`config.mk`:
```
export PLATFORM = sky130hd
export DESIGN_NAME = fast_local_bus_gpio_port
export DESIGN_NICKNAME = d
export VERILOG_FILES = /design/src/hw/fast_gpio_pkg.sv /design/src/hw/lane_decoder.sv /design/src/hw/value_merge.sv /design/src/hw/fast_local_bus_gpio_port.sv
export SDC_FILE = /design/constraint.sdc
export NUM_CORES = 1
export LEC_CHECK = 0
export ABC_AREA = 1
export BUFFER_PORTS_ARGS = -buffer_cell sky130_fd_sc_hd__buf_2
export CAP_MARGIN = 20
export CORE_AREA = 2 2 88 174
export CTS_CLUSTER_DIAMETER = 30
export CTS_CLUSTER_SIZE = 8
export DETAILED_ROUTE_END_ITERATION = 12
export DIE_AREA = 0 0 90 176
export GPL_ROUTABILITY_DRIVEN = 0
export PLACE_DENSITY = 0.81
export SYNTH_ARGS = -nofsm -noshare
export SYNTH_HDL_FRONTEND = slang
export SYNTH_HIERARCHICAL = 1
export SYNTH_SLANG_ARGS = --single-unit
```
`constraint.sdc`:
```
create_clock -name ref_clk -period 1.7 [get_ports ref_clk]
set_clock_uncertainty 0.15 [all_clocks]
set_input_delay 0.085 -clock ref_clk [delete_from_list [all_inputs] [get_ports ref_clk]]
set_output_delay 0.085 -clock ref_clk [all_outputs]
set_load 0.02 [all_outputs]
```
`src/hw/fast_gpio_pkg.sv`:
```
package fast_gpio_pkg;
    // =========================================
    // Register window
    localparam logic [31:0] PORT_WINDOW_BASE = 32'h00C0_0000;
    localparam logic [31:0] WINDOW_MASK = 32'hFFFF_FFF0;
    localparam int PORT_WIDTH = 16;
    localparam logic [3:0] OFS_OUTPUT_SELECT = 4'h0;
    localparam logic [3:0] OFS_PORT_VALUE = 4'h2;
    localparam logic [3:0] OFS_PIN_CLAIM = 4'h4;
    localparam logic [3:0] OFS_BIT_ZERO_STROBE = 4'h6;
    localparam logic [3:0] OFS_OUTPUT_SELECT_ALIAS_A = 4'h8;
    localparam logic [3:0] OFS_BIT_ONE_STROBE = 4'hA;
    localparam logic [3:0] OFS_OUTPUT_SELECT_ALIAS_B = 4'hC;
    localparam logic [3:0] OFS_BIT_FLIP_STROBE = 4'hE;
    localparam logic [15:0] RESET_OUTPUT_SELECT = 16'h0000;
    localparam logic [15:0] RESET_PORT_VALUE = 16'h0000;
    localparam logic [15:0] RESET_PIN_CLAIM = 16'h0000;
    // =========================================
    // Access sizes
    typedef enum logic [1:0] {
        SIZE_BYTE,
        SIZE_HALF,
        SIZE_WORD
    } access_size_t;
    typedef enum logic [1:0] {
        OP_NONE,
        OP_CLEAR,
        OP_SET,
        OP_FLIP
    } strobe_op_t;
endpackage

```
`src/hw/lane_decoder.sv`:
```
module lane_decoder (
    input wire logic [1:0] addr_lo,
    input wire fast_gpio_pkg::access_size_t size,
    output logic [3:0] lane_en
);
    import fast_gpio_pkg::*;
    // =========================================
    // Byte lanes, big-endian: lane 3 is bits 31:24 at byte offset 0
    function automatic logic [3:0] lanes_of(input logic [1:0] a, input access_size_t s);
        logic [3:0] l;
        l = 4'h0;
        case (s)
            SIZE_BYTE: l = 4'h8 >> a;
            SIZE_HALF: l = a[1] ? 4'h3 : 4'hC;
            SIZE_WORD: l = 4'hF;
            default: l = 4'h0;
        endcase
        return l;
    endfunction
    assign lane_en = lanes_of(addr_lo, size);
endmodule

```
`src/hw/value_merge.sv`:
```
module value_merge (
    input wire logic [15:0] cur,
    input wire logic [15:0] wdata,
    input wire logic [1:0] lanes,
    input wire fast_gpio_pkg::strobe_op_t op,
    output logic [15:0] merged
);
    import fast_gpio_pkg::*;
    logic [15:0] mask;
    logic [15:0] applied;
    assign mask = {{8{lanes[1]}}, {8{lanes[0]}}};
    always_comb begin
        case (op)
            OP_CLEAR: applied = cur & wdata;
            OP_SET: applied = cur | wdata;
            OP_FLIP: applied = cur ^ wdata;
            default: applied = wdata;
        endcase
    end
    // Unwritten lanes keep their bits
    assign merged = (applied & mask) | (cur & ~mask);
endmodule

```
`src/hw/fast_local_bus_gpio_port.sv`:
```
module fast_local_bus_gpio_port #(
    parameter int WIDTH = fast_gpio_pkg::PORT_WIDTH
) (
    input wire logic ref_clk,
    input wire logic srst,
    input wire logic sys_rst,
    input wire logic bus_sel,
    input wire logic [31:0] bus_addr,
    input wire logic bus_write,
    input wire fast_gpio_pkg::access_size_t bus_size,
    input wire logic bus_supervisor,
    input wire logic [31:0] bus_wdata,
    output logic [31:0] bus_rdata,
    output logic bus_ready,
    input wire logic [WIDTH-1:0] pin_in,
    output logic [WIDTH-1:0] pin_out,
    output logic [WIDTH-1:0] pin_oe,
    output logic [WIDTH-1:0] pin_claim
);
    import fast_gpio_pkg::*;
    // =========================================
    // Address phase capture
    // Two-stage bus: address phase registered, data phase is the next cycle.
    logic dp_valid_r;
    logic dp_write_r;
    logic [3:0] dp_ofs_r;
    access_size_t dp_size_r;
    logic hit;
    // Privilege input deliberately unused by decode
    assign hit = bus_sel && ((bus_addr & WINDOW_MASK) == PORT_WINDOW_BASE);

    always_ff @(posedge ref_clk) begin
        if (srst) begin
            dp_valid_r <= 1'b0;
            dp_write_r <= 1'b0;
            dp_ofs_r <= 4'h0;
            dp_size_r <= SIZE_BYTE;
        end else begin
            dp_valid_r <= hit;
            dp_write_r <= bus_write;
            dp_ofs_r <= bus_addr[3:0];
            dp_size_r <= bus_size;
        end
    end

    // Zero wait states: ready always high
    assign bus_ready = 1'b1;

    // =========================================
    // Lane and word decode
    logic [3:0] lane_en;
    lane_decoder u_lanes (
        .addr_lo(dp_ofs_r[1:0]),
        .size(dp_size_r),
        .lane_en(lane_en)
    );
    // Upper halfword (lanes 3:2) is the even register, lower the odd one
    logic [3:0] hi_ofs;
    logic [3:0] lo_ofs;
    logic hi_wr;
    logic lo_wr;
    assign hi_ofs = {dp_ofs_r[3:2], 2'b00};
    assign lo_ofs = {dp_ofs_r[3:2], 2'b10};
    assign hi_wr = dp_valid_r && dp_write_r && (lane_en[3:2] != 2'b00);
    assign lo_wr = dp_valid_r && dp_write_r && (lane_en[1:0] != 2'b00);

    function automatic strobe_op_t op_of(input logic [3:0] ofs);
        case (ofs)
            OFS_BIT_ZERO_STROBE: return OP_CLEAR;
            OFS_BIT_ONE_STROBE: return OP_SET;
            OFS_BIT_FLIP_STROBE: return OP_FLIP;
            default: return OP_NONE;
        endcase
    endfunction

    // =========================================
    // Register writes
    logic [15:0] output_select_r;
    logic [15:0] pin_claim_reg_r;
    logic [15:0] port_value_r;
    logic [15:0] wr_half;
    logic [1:0] wr_lanes;
    logic [3:0] wr_ofs;
    logic val_wr;
    strobe_op_t wr_op;
    logic [15:0] val_nxt;
    logic [15:0] dir_nxt;
    logic [15:0] claim_nxt;
    // Only one of the two halves names a value/strobe register per word
    assign wr_ofs = (hi_wr && op_of(hi_ofs) != OP_NONE) ? hi_ofs : lo_ofs;
    assign wr_half = (wr_ofs == hi_ofs) ? bus_wdata[31:16] : bus_wdata[15:0];
    assign wr_lanes = (wr_ofs == hi_ofs) ? lane_en[3:2] : lane_en[1:0];
    assign wr_op = op_of(wr_ofs);
    assign val_wr = ((wr_ofs == hi_ofs) ? hi_wr : lo_wr)
        && (wr_op != OP_NONE || wr_ofs == OFS_PORT_VALUE);

    value_merge u_val (
        .cur(port_value_r),
        .wdata(wr_half),
        .lanes(wr_lanes),
        .op(wr_op),
        .merged(val_nxt)
    );
    value_merge u_dir (
        .cur(output_select_r),
        .wdata(bus_wdata[31:16]),
        .lanes(lane_en[3:2]),
        .op(OP_NONE),
        .merged(dir_nxt)
    );
    value_merge u_claim (
        .cur(pin_claim_reg_r),
        .wdata(bus_wdata[31:16]),
        .lanes(lane_en[3:2]),
        .op(OP_NONE),
        .merged(claim_nxt)
    );

    // Offsets 0x8 and 0xC fall through: accepted, no state change
    always_ff @(posedge ref_clk) begin
        if (srst) begin
            output_select_r <= RESET_OUTPUT_SELECT;
            pin_claim_reg_r <= RESET_PIN_CLAIM;
        end else begin
            if (hi_wr && hi_ofs == OFS_OUTPUT_SELECT) begin
                output_select_r <= dir_nxt;
            end
            if (hi_wr && hi_ofs == OFS_PIN_CLAIM) begin
                pin_claim_reg_r <= claim_nxt;
            end
        end
    end

    // Async clear so pins drop with system reset even with no clock
    always_ff @(posedge ref_clk or posedge sys_rst) begin
        if (sys_rst) begin
            port_value_r <= RESET_PORT_VALUE;
        end else if (srst) begin
            port_value_r <= RESET_PORT_VALUE;
        end else if (val_wr) begin
            port_value_r <= val_nxt;
        end
    end

    // =========================================
    // Pin drive
    assign pin_claim = pin_claim_reg_r;
    assign pin_oe = pin_claim_reg_r & output_select_r;
    assign pin_out = port_value_r & pin_oe;

    // =========================================
    // Read data
    // Sampled at the data-phase edge; result presented the following cycle.
    // Registers come in as arguments so the continuous assignment tracks them
    function automatic logic [15:0] read_of(input logic [3:0] ofs, input logic [15:0] pv,
            input logic [15:0] dir, input logic [15:0] claim);
        case (ofs)
            OFS_OUTPUT_SELECT: return dir;
            OFS_OUTPUT_SELECT_ALIAS_A: return dir;
            OFS_OUTPUT_SELECT_ALIAS_B: return dir;
            OFS_PIN_CLAIM: return claim;
            default: return pv;
        endcase
    endfunction
    logic [15:0] pv_view;
    logic [31:0] rdata_nxt;
    // Input pins read live level; outputs read the register
    assign pv_view = (pin_in & ~output_select_r) | (port_value_r & output_select_r);
    assign rdata_nxt = {read_of(hi_ofs, pv_view, output_select_r, pin_claim_reg_r),
        read_of(lo_ofs, pv_view, output_select_r, pin_claim_reg_r)};

    always_ff @(posedge ref_clk) begin
        if (srst) begin
            bus_rdata <= 32'h0000_0000;
        end else if (dp_valid_r && !dp_write_r) begin
            bus_rdata <= rdata_nxt;
        end
    end
endmodule

```
==> impl_metrics.toml <==
[power_and_ir_drop]
ir_drop_v = 0.0005608
power.density_nw_per_um2 = 530.2
p_leak_nw = 5.402

[global_route]
grt_max_degree = 57
gr-total-overflow = 0
antenna_found_initial = 0
grt_pass1_vias = 8765
gr-usage-all-layers_pct = 32.54
grt_pass1_wl_um = 42010

[layout]
drive_gt1_share_pct = 17.98
diodes = 0
nets = 1731
fin_util_pct = 71.03
final_area_um2 = 10250
nFillCells = 1244
area.growth.synth_to_final_pct = 26.70

[sta]
worst_pin_slew_ns = 0.5728
hold_violations = 1
slew_viol_final = 0
finalSetupTns_ns = 0
setup_viol = 0
setup_ws_ns = 0.03664
clock.fmax_ghz = 0.6012
whs_ns = -0.04984
rsz0062_at_grt = "yes"
post-route-min-period_ns = 1.663
post-route-period-util_pct = 97.84
relSlewSlack_pct = 61.73

[routing]
wl_per_cell_um = 15.11
vias = 9235
drt-pass1-iter-count = 6
drc = 0
drtIter0Drc = 652
antenna_left = 0
routed_wl_um = 26340
viasPerCell = 5.295

[die]
boundaryPins = 169
core_area_um2 = 14430
die_w_um = 90
die_h_um = 176
rows = 62
start_util_pct = 56.06
die-area_um2 = 15840

[worst_setup_path]
crit_chain = "nor2_4, nand2_2, nand2_4, clkinvlp_4, a21oi_1, nand2_1, nand2_1, inv_1, nand3_1, nand2_1, nor2_1"
cp_max_fo = 8
crit_required_ns = 1.83
slowest_stage = "dfxtp_4"
startpoint_type = "flip-flop"
crit_top_cell = "nand2_1"
cp-end-kind = "flip-flop"
worst-setup-path-type = "reg2reg"
cp.arrival_ns = 1.80
max_stage_delay_ns = 0.37

[logic_synthesis]
synth_cell_types = 24
yosysSeqAreaShare_pct = 22.77
synth_area_um2 = 8089
avgSynthCellArea_um2 = 6.037
ys.warnings.count = 6
ys_seq_elements = 88
synthCells = 1340

[cts]
clk_pin_slew_worst_paths_ns = 0.07
cts_buffers = 9
clkSinkCount = 88
insertion_delay_ns = 0.35
cts_tree = "yes"
cts_buffer_depth = 2
root_buffer = "clkbuf_16"
h-tree-depth = 3

[placement]
io_buffer_count = 166
dp_hpwl_um = 17860
placed_area_um2 = 9116
place_ws_ns = -0.05030

[job]
cap_violations = 0

[run_status]
status = "finished with violations"
violations = "hold timing"

[worst_hold_path]
hp-class = "in2reg"
-- area by class of cell --
class,instances,area [µm²],area share [%]
Multi-Input combinational cell,950,5137,50.13
Timing Repair inverter,1,7.507,0.07325
Clock inverter,5,63.81,0.6226
Tap cell,192,240.2,2.344
Sequential cell,88,1849,18.04
Clock buffer,11,242.7,2.368
Inverter,252,968.4,9.449
Timing Repair Buffer,245,1739,16.97
-- stage by stage --
step / total power, W / instances
after floorplan: 0.002821 / 1355
after global placement: 0.003047 / 1667
after detailed placement: 0.003069 / 1667
after CTS: 0.005304 / 1747
after global routing: 0.005660 / 1744
final: 0.005434 / 1744
-- worst paths after layout --
kind | startpoint | to | slack (ns) | depth (start not counted)
max reg2reg | dp_size_r[1]$_SDFF_PP0_ | output_select_r[0]$_SDFFE_PP0P_ | 0.04 | 11
min in group asynchronous | sys_rst | port_value_r[12]$_DFFE_PP0P_ | 0.14 | 4
max | dp_size_r[1]$_SDFF_PP0_ | output_select_r[0]$_SDFFE_PP0P_ | 0.04 | 11
min | bus_addr[24] | dp_valid_r$_SDFF_PP0_ | -0.05 | 6
max in group asynchronous | sys_rst | port_value_r[4]$_DFFE_PP0P_ | 1.04 | 4
min reg2reg | bus_rdata[7]$_SDFFE_PP0P_ | bus_rdata[7]$_SDFFE_PP0P_ | 0.39 | 2
-- report_power, final --
| part | internal, W | leakage, nW | switching (W) | total (W) |
|---|---|---|---|---|
| clock | 0.00119 | 0.147 | 0.000907 | 0.00210 |
| sequential | 0.00208 | 0.807 | 0.0000117 | 0.00209 |
| combinational | 0.000514 | 4.45 | 0.000730 | 0.00124 |
-- layer usage --
metal  GRT usage, %  up-vias  share of wire, %
met2          61.22      410                53
met3          3.713      118               6.0
met4          21.41        0               5.8
met1          33.49     4213                35
met5              0        -                 0
li1               -     4494                 -
-- synth_stat cells --
| library cell | number | area (µm²) |
|---|---|---|
| conb_1 | 2 | 7.510 |
| buf_6 | 6 | 67.56 |
| o21bai_1 | 24 | 180.2 |
| dfrtp_1 | 16 | 400.4 |
| a21oi_1 | 96 | 480.5 |
| dfxtp_1 | 72 | 1441 |
| nor2_1 | 152 | 570.6 |
| buf_1 | 5 | 18.77 |
| or2_2 | 1 | 6.260 |
| o21ai_0 | 16 | 80.08 |
| o21bai_2 | 3 | 33.78 |
| nor2_4 | 3 | 33.78 |
| inv_1 | 241 | 904.6 |
| nand2_1 | 350 | 1314 |
| inv_2 | 11 | 41.29 |
| nor2_8 | 1 | 20.02 |
| buf_2 | 23 | 115.1 |
| nand2_2 | 2 | 12.51 |
| buf_4 | 14 | 105.1 |
| nand3_1 | 169 | 845.8 |
| nor2_2 | 4 | 25.02 |
| o21a_1 | 16 | 120.1 |
| clkbuf_1 | 17 | 63.81 |
| ha_1 | 96 | 1201 |
-- cell families after synthesis --
family	share of synthesized area, %
AO/OA/AOI/OAI	11.06
adder cells (fa/ha/maj)	14.85
flip-flops	22.77
buffers and inverters	16.27
other	0.09284
AND/OR/NAND/NOR	34.96
-- what timing repair did --
action	CTS	global route
gates resized for setup	9	58
hold buffers	54	1
gates cloned	1	0
pin swaps	0	19
endpoints found under the setup margin	43	57
endpoints found under the hold margin	40	1
buffers inserted	9	2
-- cell usage in the layout (no fill, tap or decap), types with 8 or more instances in the layout --
cell and instances:
inv_1 236, clkbuf_16 9, nand2_1 341, o21ai_0 16, nor2_2 8, dlygate4sd3_1 49, nand3_1 167, inv_2 9
a21oi_1 80, dfxtp_1 68, a21oi_2 15, o21bai_1 24, buf_2 166, o21a_1 16, dfrtp_1 16, conb_1 17
ha_1 96, nor2_1 146, buf_4 10, buf_12 13
-- sequential cells by signal, indices dropped and copies added (netlist names) --
signal	flops
output_select_r	16
dp_valid_r	1
bus_rdata	32
port_value_r	16
dp_ofs_r	4
dp_size_r	2
dp_write_r	1
pin_claim	16
-- worst max-delay path: cells and delay by family, from the launching register on --
kind / cells / cell delay [ns]
and+or+nand+nor: 8 / 0.67
DFF: 1 / 0.37
buffers and inverters: 2 / 0.24
AOI/OAI and AO/OA: 1 / 0.16
Power figures use the tool's default switching activity.
